## config.mk

```make
export PLATFORM = sky130hd
export DESIGN_NAME = tws_slave
export DESIGN_NICKNAME = d
export VERILOG_FILES = /design/src/hdl/tws_pkg.sv /design/src/hdl/tws_slave.sv
export SDC_FILE = /design/constraint.sdc
export NUM_CORES = 1
export LEC_CHECK = 0
export BUFFER_PORTS_ARGS = -buffer_cell sky130_fd_sc_hd__buf_2
export CAP_MARGIN = 10
export CORE_MARGIN = 3
export CORE_UTILIZATION = 60
export DETAILED_ROUTE_END_ITERATION = 10
export PLACE_DENSITY = 0.79
export REMOVE_ABC_BUFFERS = 1
export SYNTH_ARGS = -nofsm -noshare
export SYNTH_HDL_FRONTEND = slang
export SYNTH_SLANG_ARGS = --single-unit
```

## constraint.sdc

```tcl
create_clock -name clk -period 2.8 [get_ports clk]
set_input_delay 0.14 -clock clk [delete_from_list [all_inputs] [get_ports clk]]
set_output_delay 0.14 -clock clk [all_outputs]
set_load 0.05 [all_outputs]
```

## src/hdl/tws_pkg.sv

```systemverilog
// Constants, register map and state type of the two-wire slave unit
package tws_pkg;

  // ----------------------------------------------------------------
  // Register offsets on the plain register port
  // ----------------------------------------------------------------
  localparam logic [3:0] TWS_OFS_OWN = 4'h0;  // slave_own_address
  localparam logic [3:0] TWS_OFS_CTRL = 4'h1; // serial_control
  localparam logic [3:0] TWS_OFS_STAT = 4'h2; // serial_status
  localparam logic [3:0] TWS_OFS_DATA = 4'h3; // serial_data_byte

  // ----------------------------------------------------------------
  // Field positions of serial_control and slave_own_address
  // ----------------------------------------------------------------
  localparam int TWS_CTRL_FLAG = 7; // step_done_flag
  localparam int TWS_CTRL_ACK = 6;  // ack_enable
  localparam int TWS_CTRL_STA = 5;  // start_request
  localparam int TWS_CTRL_STO = 4;  // stop_request
  localparam int TWS_CTRL_WCOL = 3; // write_collision_flag
  localparam int TWS_CTRL_EN = 2;   // interface_enable
  localparam int TWS_CTRL_IE = 0;   // irq_enable
  localparam int TWS_OWN_GCE = 0;   // general_call_enable

  // ----------------------------------------------------------------
  // Reset values and masks
  // ----------------------------------------------------------------
  localparam logic [7:0] TWS_OWN_RST = 8'h00;
  localparam logic [7:0] TWS_DATA_RST = 8'hff;
  localparam logic [7:0] TWS_STAT_MASK = 8'hf8; // Prescaler field reads zero

  // ----------------------------------------------------------------
  // Status codes
  // ----------------------------------------------------------------
  localparam logic [7:0] TWS_ST_SLA_W = 8'h60;
  localparam logic [7:0] TWS_ST_ARB_SLA_W = 8'h68;
  localparam logic [7:0] TWS_ST_GC_W = 8'h70;
  localparam logic [7:0] TWS_ST_ARB_GC_W = 8'h78;
  localparam logic [7:0] TWS_ST_RX_ACK = 8'h80;
  localparam logic [7:0] TWS_ST_RX_NACK = 8'h88;
  localparam logic [7:0] TWS_ST_GC_ACK = 8'h90;
  localparam logic [7:0] TWS_ST_GC_NACK = 8'h98;
  localparam logic [7:0] TWS_ST_STOP = 8'ha0;
  localparam logic [7:0] TWS_ST_SLA_R = 8'ha8;
  localparam logic [7:0] TWS_ST_ARB_SLA_R = 8'hb0;
  localparam logic [7:0] TWS_ST_TX_ACK = 8'hb8;
  localparam logic [7:0] TWS_ST_TX_NACK = 8'hc0;
  localparam logic [7:0] TWS_ST_TX_LAST = 8'hc8;
  localparam logic [7:0] TWS_ST_NONE = 8'hf8;

  // ----------------------------------------------------------------
  // Timing
  // ----------------------------------------------------------------
  localparam int TWS_CLK_PERIOD_NS = 10;
  localparam int TWS_START_HOLD_NS = 4000; // Own start: data low with clock high
  localparam int TWS_START_HOLD_CYC =
    (TWS_START_HOLD_NS + TWS_CLK_PERIOD_NS - 1) / TWS_CLK_PERIOD_NS;

  // ----------------------------------------------------------------
  // Bus-side state machine, one-hot
  // ----------------------------------------------------------------
  typedef enum logic [7:0] {
    TWS_IDLE = 8'h01, // Not addressed, monitoring
    TWS_ADDR = 8'h02, // Shifting in address and direction
    TWS_AACK = 8'h04, // Acknowledging own or general call address
    TWS_RX = 8'h08,   // Receiving a data byte
    TWS_RACK = 8'h10, // Answer bit after a received byte
    TWS_TX = 8'h20,   // Sending a data byte
    TWS_TACK = 8'h40, // Sampling the master's answer
    TWS_HOLD = 8'h80  // Flag set, clock stretched
  } tws_state_type;

endpackage

```

## src/hdl/tws_slave.sv

```systemverilog
// Two-wire slave unit: address match, slave receive tail and slave transmit
//
// Function
// - Match address against own-address upper seven bits
// - Own-address bit zero enables general call
// - Direction one enters transmit, else receive
// - Address received sets flag with status code
// - Prescaler bits of status read zero
// - Arbitration lost then read reports 0xB0
// - Ack cleared: last byte, then 0xC0/0xC8
// - After last byte release data line
// - Ack disabled: ignore own address, keep monitoring
// - Sleep: still acknowledge own or general call
// - Sleep match wakes, clock held until clear
// - Data byte not updated while asleep
// - 0x90 general call byte acked, ack next
// - 0x98 general call byte nacked, then unaddressed
// - 0xA0 stop or restart while addressed
// - Unaddressed recognition follows ack and general enable
// - Start request on clear sends start later
// - 0x88 own write byte nacked, then unaddressed
// - 0xA8 own read address acked, load byte
// - 0xB8 byte acked by master, load next
// - 0xC0 nack received, then unaddressed
//
// Implementation choices: strobed register access and the placing of the registers.
`timescale 1ns/1ps

module tws_slave
  import tws_pkg::*;
#(
  parameter int unsigned START_CYC = TWS_START_HOLD_CYC // Own start hold length
)
(
  input wire logic clk,
  input wire logic rst,
  input wire logic [3:0] reg_addr,
  input wire logic [7:0] reg_wdata,
  input wire logic reg_wr,
  input wire logic reg_rd,
  output logic [7:0] reg_rdata,
  input wire logic scl_pin,
  output logic scl_level,
  output logic scl_drive,
  input wire logic sda_pin,
  output logic sda_level,
  output logic sda_drive,
  input wire logic sleep_req,
  input wire logic arb_lost,
  output logic wake
);

  // ----------------------------------------------------------------
  // Declarations
  // ----------------------------------------------------------------
  logic scl_s1_q, scl_s2_q, scl_s3_q; // Clock line synchroniser and history
  logic sda_s1_q, sda_s2_q, sda_s3_q; // Data line synchroniser and history
  tws_state_type state_q, state_d;    // Bus-side state
  logic [2:0] cnt_q, cnt_d;           // Bit counter
  logic [7:0] sh_q, sh_d;             // Shift register
  logic [7:0] code_q, code_d;         // Latched status code
  logic gc_q, gc_d;                   // Addressed by general call
  logic dir_q, dir_d;                 // Direction bit of the address
  logic plan_q, plan_d;               // Acknowledge the byte in flight
  logic last_q, last_d;               // Byte in flight is the last one
  logic mack_q, mack_d;               // Master acknowledged
  logic seen_q, seen_d;               // Address bit clocked in since the start
  logic flag_q;                       // step_done_flag
  logic ack_en_q, sta_q, sto_q, en_q, ie_q; // serial_control bits
  logic wcol_q;                       // write_collision_flag
  logic [7:0] own_q;                  // slave_own_address
  logic [7:0] data_q;                 // serial_data_byte
  logic busy_q;                       // Bus between start and stop
  logic pend_q;                       // Own start waiting for free bus
  logic gen_q;                        // Own start in progress
  logic [15:0] gen_cnt_q;             // Own start hold counter
  logic flag_set, hit, rx_store, pend_set, addressed;
  logic ctrl_wr, flag_clr, data_wr;
  logic scl_rise, scl_fall, start_det, stop_det, addr_match;

  // ----------------------------------------------------------------
  // Line synchronisers and bus event detection
  // ----------------------------------------------------------------
  // Two flops per line, a third one only for edge history
  always_ff @(posedge clk or posedge rst)
  begin
    if (rst)
    begin
      {scl_s1_q, scl_s2_q, scl_s3_q} <= 3'h7;
      {sda_s1_q, sda_s2_q, sda_s3_q} <= 3'h7;
    end
    else
    begin
      {scl_s1_q, scl_s2_q, scl_s3_q} <= {scl_pin, scl_s1_q, scl_s2_q};
      {sda_s1_q, sda_s2_q, sda_s3_q} <= {sda_pin, sda_s1_q, sda_s2_q};
    end
  end

  assign scl_rise = scl_s2_q & ~scl_s3_q;
  assign scl_fall = ~scl_s2_q & scl_s3_q;
  assign start_det = scl_s2_q & scl_s3_q & ~sda_s2_q & sda_s3_q;
  assign stop_det = scl_s2_q & scl_s3_q & sda_s2_q & ~sda_s3_q;

  // Register port strobes
  assign ctrl_wr = reg_wr && (reg_addr == TWS_OFS_CTRL);
  assign flag_clr = ctrl_wr && reg_wdata[TWS_CTRL_FLAG];
  assign data_wr = reg_wr && (reg_addr == TWS_OFS_DATA);

  // Own address or enabled general call, only with ack enabled
  assign addr_match = en_q && ack_en_q &&
    ((sh_q[7:1] == own_q[7:1]) ||
     ((sh_q[7:1] == 7'h00) && own_q[TWS_OWN_GCE]));

  // Addressed unless idle, shifting an address or parked after a final code
  assign addressed = !(state_q == TWS_IDLE || state_q == TWS_ADDR) &&
    !(state_q == TWS_HOLD && (code_q == TWS_ST_RX_NACK || code_q == TWS_ST_GC_NACK ||
      code_q == TWS_ST_TX_NACK || code_q == TWS_ST_TX_LAST));

  // ----------------------------------------------------------------
  // Bus-side next state
  // ----------------------------------------------------------------
  always_comb
  begin
    state_d = state_q;
    cnt_d = cnt_q;
    sh_d = sh_q;
    code_d = code_q;
    gc_d = gc_q;
    dir_d = dir_q;
    plan_d = plan_q;
    last_d = last_q;
    mack_d = mack_q;
    seen_d = seen_q;
    flag_set = 1'b0;
    hit = 1'b0;
    rx_store = 1'b0;
    pend_set = 1'b0;
    unique case (state_q)
      TWS_IDLE:
      begin
        // Wait for a start, handled below; a stop report cleared here may ask for a start
        if (flag_clr && flag_q && code_q == TWS_ST_STOP)
          pend_set = reg_wdata[TWS_CTRL_STA];
      end
      TWS_ADDR:
      begin
        // The clock fall that closes the start condition is not a bit
        if (scl_rise)
        begin
          sh_d = {sh_q[6:0], sda_s2_q};
          seen_d = 1'b1;
        end
        else if (scl_fall && seen_q)
        begin
          cnt_d = cnt_q + 3'h1;
          if (cnt_q == 3'h7)
          begin
            if (addr_match)
            begin
              hit = 1'b1;
              state_d = TWS_AACK;
              gc_d = (sh_q[7:1] == 7'h00);
              dir_d = sh_q[0];
            end
            else
              state_d = TWS_IDLE;
          end
        end
      end
      TWS_AACK:
      begin
        // Address acknowledged: report and pick the mode
        if (scl_fall)
        begin
          flag_set = 1'b1;
          state_d = TWS_HOLD;
          if (dir_q)
            code_d = arb_lost ? TWS_ST_ARB_SLA_R : TWS_ST_SLA_R;
          else if (gc_q)
            code_d = arb_lost ? TWS_ST_ARB_GC_W : TWS_ST_GC_W;
          else
            code_d = arb_lost ? TWS_ST_ARB_SLA_W : TWS_ST_SLA_W;
        end
      end
      TWS_RX:
      begin
        if (scl_rise)
          sh_d = {sh_q[6:0], sda_s2_q};
        else if (scl_fall)
        begin
          cnt_d = cnt_q + 3'h1;
          if (cnt_q == 3'h7)
            state_d = TWS_RACK;
        end
      end
      TWS_RACK:
      begin
        // Answer bit done: report the received byte
        if (scl_fall)
        begin
          flag_set = 1'b1;
          rx_store = 1'b1;
          state_d = TWS_HOLD;
          if (gc_q)
            code_d = plan_q ? TWS_ST_GC_ACK : TWS_ST_GC_NACK;
          else
            code_d = plan_q ? TWS_ST_RX_ACK : TWS_ST_RX_NACK;
        end
      end
      TWS_TX:
      begin
        // Next bit goes out after each falling clock edge
        if (scl_fall)
        begin
          cnt_d = cnt_q + 3'h1;
          sh_d = {sh_q[6:0], 1'b1};
          if (cnt_q == 3'h7)
            state_d = TWS_TACK;
        end
      end
      TWS_TACK:
      begin
        if (scl_rise)
          mack_d = ~sda_s2_q;
        else if (scl_fall)
        begin
          flag_set = 1'b1;
          state_d = TWS_HOLD;
          if (!mack_q)
            code_d = TWS_ST_TX_NACK;
          else if (last_q)
            code_d = TWS_ST_TX_LAST;
          else
            code_d = TWS_ST_TX_ACK;
        end
      end
      TWS_HOLD:
      begin
        // Software cleared the flag: start the next bus action
        if (flag_clr)
        begin
          cnt_d = 3'h0;
          if (code_q == TWS_ST_SLA_W || code_q == TWS_ST_ARB_SLA_W ||
              code_q == TWS_ST_GC_W || code_q == TWS_ST_ARB_GC_W ||
              code_q == TWS_ST_RX_ACK || code_q == TWS_ST_GC_ACK)
          begin
            state_d = TWS_RX;
            plan_d = reg_wdata[TWS_CTRL_ACK];
          end
          else if (code_q == TWS_ST_SLA_R || code_q == TWS_ST_ARB_SLA_R ||
                   code_q == TWS_ST_TX_ACK)
          begin
            state_d = TWS_TX;
            sh_d = data_q;
            last_d = ~reg_wdata[TWS_CTRL_ACK];
          end
          else
          begin
            state_d = TWS_IDLE;
            pend_set = reg_wdata[TWS_CTRL_STA];
          end
        end
      end
    endcase
    // Bus conditions override the bit sequence
    if (start_det)
    begin
      if (addressed)
      begin
        flag_set = 1'b1;
        code_d = TWS_ST_STOP;
      end
      state_d = TWS_ADDR;
      cnt_d = 3'h0;
      seen_d = 1'b0;
    end
    else if (stop_det)
    begin
      if (addressed)
      begin
        flag_set = 1'b1;
        code_d = TWS_ST_STOP;
      end
      state_d = TWS_IDLE;
    end
    // Disabled unit stays idle and reports nothing
    if (!en_q)
    begin
      state_d = TWS_IDLE;
      flag_set = 1'b0;
    end
  end

  // ----------------------------------------------------------------
  // Bus-side state registers
  // ----------------------------------------------------------------
  always_ff @(posedge clk or posedge rst)
  begin
    if (rst)
    begin
      state_q <= TWS_IDLE;
      cnt_q <= 3'h0;
      sh_q <= 8'h00;
      code_q <= TWS_ST_NONE;
      gc_q <= 1'b0;
      dir_q <= 1'b0;
      plan_q <= 1'b0;
      last_q <= 1'b0;
      mack_q <= 1'b0;
      seen_q <= 1'b0;
    end
    else
    begin
      state_q <= state_d;
      cnt_q <= cnt_d;
      sh_q <= sh_d;
      code_q <= code_d;
      gc_q <= gc_d;
      dir_q <= dir_d;
      plan_q <= plan_d;
      last_q <= last_d;
      mack_q <= mack_d;
      seen_q <= seen_d;
    end
  end

  // ----------------------------------------------------------------
  // Step done flag: a set in the clearing cycle wins
  // ----------------------------------------------------------------
  always_ff @(posedge clk or posedge rst)
  begin
    if (rst)
      flag_q <= 1'b0;
    else if (flag_set)
      flag_q <= 1'b1;
    else if (flag_clr)
      flag_q <= 1'b0;
  end

  // ----------------------------------------------------------------
  // Control and own-address registers
  // ----------------------------------------------------------------
  // Control bits keep their written values; start request ends with own start
  always_ff @(posedge clk or posedge rst)
  begin
    if (rst)
    begin
      {ack_en_q, sta_q, sto_q, en_q, ie_q} <= 5'h00;
    end
    else if (ctrl_wr)
    begin
      ack_en_q <= reg_wdata[TWS_CTRL_ACK];
      sta_q <= reg_wdata[TWS_CTRL_STA];
      sto_q <= reg_wdata[TWS_CTRL_STO];
      en_q <= reg_wdata[TWS_CTRL_EN];
      ie_q <= reg_wdata[TWS_CTRL_IE];
    end
    else if (gen_q && (gen_cnt_q == 16'(START_CYC - 1)))
      sta_q <= 1'b0;
  end

  // Own address and general call enable
  always_ff @(posedge clk or posedge rst)
  begin
    if (rst)
      own_q <= TWS_OWN_RST;
    else if (reg_wr && (reg_addr == TWS_OFS_OWN))
      own_q <= reg_wdata;
  end

  // ----------------------------------------------------------------
  // Data byte and write collision
  // ----------------------------------------------------------------
  always_ff @(posedge clk or posedge rst)
  begin
    if (rst)
    begin
      data_q <= TWS_DATA_RST;
      wcol_q <= 1'b0;
    end
    else
    begin
      // Received byte is dropped while the system clock sleeps
      if (rx_store && !sleep_req)
        data_q <= sh_q;
      else if (data_wr && flag_q)
        data_q <= reg_wdata;
      // Loading while the flag is low is a collision
      if (data_wr)
        wcol_q <= !flag_q;
    end
  end

  // ----------------------------------------------------------------
  // Own start once the bus is free
  // ----------------------------------------------------------------
  always_ff @(posedge clk or posedge rst)
  begin
    if (rst)
    begin
      busy_q <= 1'b0;
      pend_q <= 1'b0;
      gen_q <= 1'b0;
      gen_cnt_q <= 16'h0000;
    end
    else
    begin
      if (start_det)
        busy_q <= 1'b1;
      else if (stop_det)
        busy_q <= 1'b0;
      if (pend_set)
        pend_q <= 1'b1;
      // Hold data low with clock high for the start hold time
      if (gen_q)
      begin
        gen_cnt_q <= gen_cnt_q + 16'h0001;
        if (gen_cnt_q == 16'(START_CYC - 1))
        begin
          gen_q <= 1'b0;
          pend_q <= 1'b0;
        end
      end
      else if (pend_q && !busy_q && state_q == TWS_IDLE && scl_s2_q)
      begin
        gen_q <= 1'b1;
        gen_cnt_q <= 16'h0000;
      end
    end
  end

  // ----------------------------------------------------------------
  // Pin drivers and wake request
  // ----------------------------------------------------------------
  always_ff @(posedge clk or posedge rst)
  begin
    if (rst)
    begin
      scl_level <= 1'b0;
      sda_level <= 1'b0;
      scl_drive <= 1'b0;
      sda_drive <= 1'b0;
      wake <= 1'b0;
    end
    else
    begin
      scl_level <= 1'b0;
      sda_level <= 1'b0;
      // Stretch clock low while software owns the step
      scl_drive <= (state_q == TWS_HOLD) && flag_q;
      // Pull data low for acks, zero bits and own start; released otherwise
      sda_drive <= (state_q == TWS_AACK) ||
        ((state_q == TWS_RACK) && plan_q) ||
        ((state_q == TWS_TX) && !sh_q[7]) || gen_q;
      // Address match in sleep asks for wake-up until the flag clears
      if (hit && sleep_req)
        wake <= 1'b1;
      else if (flag_clr)
        wake <= 1'b0;
    end
  end

  // ----------------------------------------------------------------
  // Register read port, data valid one cycle after the strobe
  // ----------------------------------------------------------------
  always_ff @(posedge clk or posedge rst)
  begin
    if (rst)
      reg_rdata <= 8'h00;
    else if (reg_rd)
    begin
      unique case (reg_addr)
        TWS_OFS_OWN: reg_rdata <= own_q;
        TWS_OFS_CTRL: reg_rdata <= {flag_q, ack_en_q, sta_q, sto_q, wcol_q, en_q, 1'b0, ie_q};
        TWS_OFS_STAT: reg_rdata <= (flag_q ? code_q : TWS_ST_NONE) & TWS_STAT_MASK;
        TWS_OFS_DATA: reg_rdata <= data_q;
        default: reg_rdata <= 8'h00;
      endcase
    end
    else
      reg_rdata <= 8'h00;
  end
endmodule

```

==> results_tabular.tex <==
\begin{tabular}{lr}
\hline
Metric & Value \\
\hline
\multicolumn{2}{l}{\textbf{Synth}} \\
\quad Cells after Synth & 474 \\
\quad Area share of the largest cell type after synthesis & 0.382 \\
\quad Flops \& latches, synth & 92 \\
\quad Distinct cells, synth & 66 \\
\quad Ys flop type & dfrtp\_1 \\
\quad Mean area per synthesized cell & 9.94 sq um \\
\quad Post-synthesis sequential area ratio & 0.494 \\
\quad Number of enable-type register cells in the synthesized netlist & 0 \\
\quad Yosys warnings & 0 \\
\quad Post-synthesis instance area & 4710 sq um \\
\quad Cell accounting for the most synthesized area & dfrtp\_1 \\
\quad Asr flop ratio synth & 1.00 \\
\quad Top cells by area in the synthesized netlist & dfrtp\_1, dfstp\_2, mux2\_2 \\
\multicolumn{2}{l}{\textbf{Global routing}} \\
\quad Via count of the first global-routing pass & 3,663 \\
\quad First-pass GRT wire length & around 18,000 um \\
\quad Overflow left after global routing & 0 \\
\quad GRT Overall Usage & 0.264 \\
\quad Initial antenna violation count & 0 \\
\quad Pin count of the biggest net entering global routing & 39 \\
\multicolumn{2}{l}{\textbf{Placement}} \\
\quad Cell area after placement & 4960 sq um \\
\quad DPL Wire Length & 7950 um \\
\quad Final Wtd Congestion & 0.940 \\
\quad Count of buffers inserted at the top-level ports & 30 \\
\multicolumn{2}{l}{\textbf{Floorplan}} \\
\quad Die Wd & 94.6 um \\
\quad Area of the die & 8950 sq um \\
\quad Vertical die dimension & 94.6 um \\
\quad Total number of placement rows & 31 \\
\quad Io pins & 33 \\
\quad Core area & 7450 sq um \\
\quad Initial cell density of the core & 0.633 \\
\multicolumn{2}{l}{\textbf{Drt}} \\
\quad Vias & 3,730 \\
\quad Detailed Routing Iterations Pass 1 & 5 \\
\quad Remaining antenna violation count after routing & 0 \\
\quad Average detailed-routed wire length per instance & $\sim$18 um \\
\quad WL final & 11,100 um \\
\quad Drc violations & 0 \\
\quad Per-cell via count in the routed design & between 6 and 7 \\
\quad Violation count after the first detailed-route iteration & 308 \\
\multicolumn{2}{l}{\textbf{Critical path}} \\
\quad Reg-to-reg setup timing slack & between 0.15 and 0.2 ns \\
\quad Startpoint type of the worst setup path & flop \\
\quad Largest delay share family, worst path & simple AND/OR/NAND/NOR gates \\
\quad Worst-path fanout max & 11 \\
\quad Type of element capturing the critical path & flop \\
\quad Longest individual stage delay on the worst path & 0.57 ns \\
\quad Cell chain of the critical path & nor2b\_1, and2\_1, a2bb2oi\_1, o211ai\_2, or4b\_1, a21oi\_1 \\
\quad Critical path class & reg2reg \\
\quad Worst-path cell with the longest stage delay & dfstp\_2 \\
\quad Data arrival time of the critical path & 2.89 ns \\
\quad Count of buffer and inverter cells on the critical path & 0 \\
\quad CP Data Required Time & approximately 3.1 ns \\
\multicolumn{2}{l}{\textbf{Clock network}} \\
\quad Clock tree from TritonCTS & yes \\
\quad Number of H-tree branching levels & 3 \\
\quad TritonCTS Buffers & 9 \\
\quad Buffer depth of the longest clock path & 2 \\
\quad CTS Root Cell & clkbuf\_8 \\
\quad Source-to-sink clock delay at the later pin of the worst-skew pair & 0.37 ns \\
\quad Clk pin slew, worst setup/hold paths & 0.09 ns \\
\quad Count of clock tree sinks & 92 \\
\quad Post-cts gate resize count & 0 \\
\multicolumn{2}{l}{\textbf{Power}} \\
\quad IR drop worst, VDD & 328 uV \\
\quad Lkg Pwr & 2.45 nW \\
\quad Areal power density over the cells & 631 nW/um\^{}2 \\
\multicolumn{2}{l}{\textbf{STA}} \\
\quad Setup repair after global routing missed its margin & no \\
\quad Pin slew with the least headroom to its limit & approximately 0.83 ns \\
\quad Maximum achievable frequency & $\sim$380 MHz \\
\quad Final setup violation count & 0 \\
\quad Worst clock skew & 0.0166 ns \\
\quad Final min period & 2.61 ns \\
\quad Max Slew Vio Count & 0 \\
\quad Fin crit share & 0.931 \\
\quad Fin Setup TNS & 0 ns \\
\quad Final hold violation count & 0 \\
\quad Tightest slew margin relative to the limit & 0.445 \\
\multicolumn{2}{l}{\textbf{Layout}} \\
\quad Final-stage net count & 532 \\
\quad Inserted Diodes & 0 \\
\quad \# fillers & roughly 590 \\
\quad Post-layout instance area & 5220 sq um \\
\quad Layout cells sized above 1 & 0.226 \\
\quad Synth-to-Final Area Change & 10.8\% \\
\multicolumn{2}{l}{\textbf{Hold path}} \\
\quad Class of the tightest hold or removal check & in2reg \\
\multicolumn{2}{l}{\textbf{Job}} \\
\quad Number of maximum-capacitance violations & 0 \\
\multicolumn{2}{l}{\textbf{Outcome}} \\
\quad Status & completed \\
\hline
\end{tabular}
==> placed cells by master, fill, tap and decap left out, types with 3 or more instances in the layout <==
| master | synthesis | final |
|---|---|---|
| nand3b_1 | 4 | 4 |
| nand2_1 | 61 | 61 |
| xor2_1 | 6 | 6 |
| dlygate4sd3_1 | 0 | 3 |
| o21ai_0 | 26 | 26 |
| inv_1 | 12 | 11 |
| nand3_1 | 30 | 30 |
| mux2i_1 | 17 | 17 |
| and2_1 | 11 | 11 |
| nand2b_1 | 3 | 3 |
| nor2b_1 | 6 | 6 |
| nor2_1 | 44 | 44 |
| nand4_1 | 5 | 5 |
| ha_1 | 3 | 3 |
| mux2_2 | 25 | 25 |
| or2_2 | 3 | 3 |
| dfstp_2 | 20 | 20 |
| a31oi_1 | 6 | 6 |
| xnor2_1 | 7 | 7 |
| buf_4 | 2 | 7 |
| a21oi_1 | 26 | 26 |
| nor4_1 | 4 | 4 |
| a22oi_1 | 4 | 4 |
| nor3_1 | 7 | 7 |
| clkbuf_8 | 0 | 10 |
| buf_2 | 3 | 30 |
| dfrtp_1 | 72 | 72 |
| or3_1 | 4 | 4 |
| nand4b_1 | 3 | 3 |
==> where the power goes <==
part	switching (mW)	leakage [nW]	total (mW)	internal [mW]
combinational	0.318	1.17	0.568	0.251
sequential	0.182	1.17	1.72	1.54
clock	0.473	0.110	1.01	0.533
total	0.972	2.45	3.29	2.32
==> registers in the layout, indices dropped and copies added, names as in the netlist, 3 cells and up <==
register	flops
data_q	8
own_q	8
cnt_q	3
state_q	8
code_q	8
reg_rdata	8
gen_cnt_q	16
sh_q	8
==> what timing repair did <==
action,in CTS,in global routing
hold buffers,3,0
endpoints found under the hold margin,29,0
setup buffers,0,0
==> metal layers <==
metal | track usage | up-vias | share of wire
li1 | - | 1759 | -
met1 | 0.370 | 1833 | 0.45
met2 | 0.421 | 122 | 0.48
met3 | 0.0319 | 16 | 0.047
met4 | 0.105 | 0 | 0.017
met5 | 0 | - | 0
==> tightest hold or removal path, delay by kind of cell <==
family / cells / cell delay (ns)
buffers and inverters: 1 / 0.10
AOI/OAI and AO/OA: 1 / 0.07
and+or+nand+nor: 1 / 0.04
==> final cells by class <==
type / count / area (sq um) / share of cell area
repair buffers: 41 / 253 / 0.0484
inverters: 12 / 46.3 / 0.00887
clock buffers: 11 / 141 / 0.0271
flip-flops and latches: 92 / 2330 / 0.446
multi-input cells: 353 / 2240 / 0.430
clock inverters: 5 / 85.1 / 0.0163
well taps: 99 / 124 / 0.0237
==> cells in the mapped netlist (5+ instances only) <==
master and n:
and2_1 11, dfstp_2 20, nand3_1 30, mux2i_1 17, nor2b_1 6, dfrtp_1 72, a21oi_1 26, mux2_2 25
xor2_1 6, nor3_1 7, clkbuf_1 9, nand4_1 5, nor2_1 44, a31oi_1 6, nand2_1 61, inv_1 12
o21ai_0 26, xnor2_1 7
==> final timing paths <==
kind                               from           end  cells after the start
hold / removal             reg_wdata[2]          en_q                      3
setup reg to reg               scl_s3_q    state_q[4]                      6
min in group asynchronous           rst  reg_rdata[3]                      3
max in group asynchronous           rst     data_q[3]                      4
setup / recovery               scl_s3_q    state_q[4]                      6
hold reg to reg                sda_s1_q      sda_s2_q                      0
==> cells by family (layout without fill, tap and decap cells) <==
kind of cell               after synthesis  in the layout  synth area share
other                                    1              2          0.000796
DFF                                     92             92             0.494
and+or+nand+nor                        207            207             0.231
buffers and inverters                   30             69            0.0311
muxes                                   42             42            0.0958
adders and majority gates                3              3           0.00796
xor gates and xnor gates                13             13            0.0242
AOI/OAI and AO/OA                       86             86             0.115
==> stage by stage <==
step | total power [mW] | utilization | hold WS, ns | setup slack, ns | std cells
after floorplan | 2.11 | - | 0.144 | 0.301 | 457
after global placement | 2.27 | 0.666 | 0.246 | 0.333 | 594
after detailed placement | 2.30 | 0.666 | 0.246 | 0.265 | 594
after CTS | 3.29 | 0.701 | 0.0168 | 0.269 | 613
after global routing | 3.45 | 0.701 | 0.0323 | 0.0525 | 613
final | 3.29 | 0.701 | 0.0278 | 0.194 | 613
No activity file was read; power rests on OpenSTA's default activity.
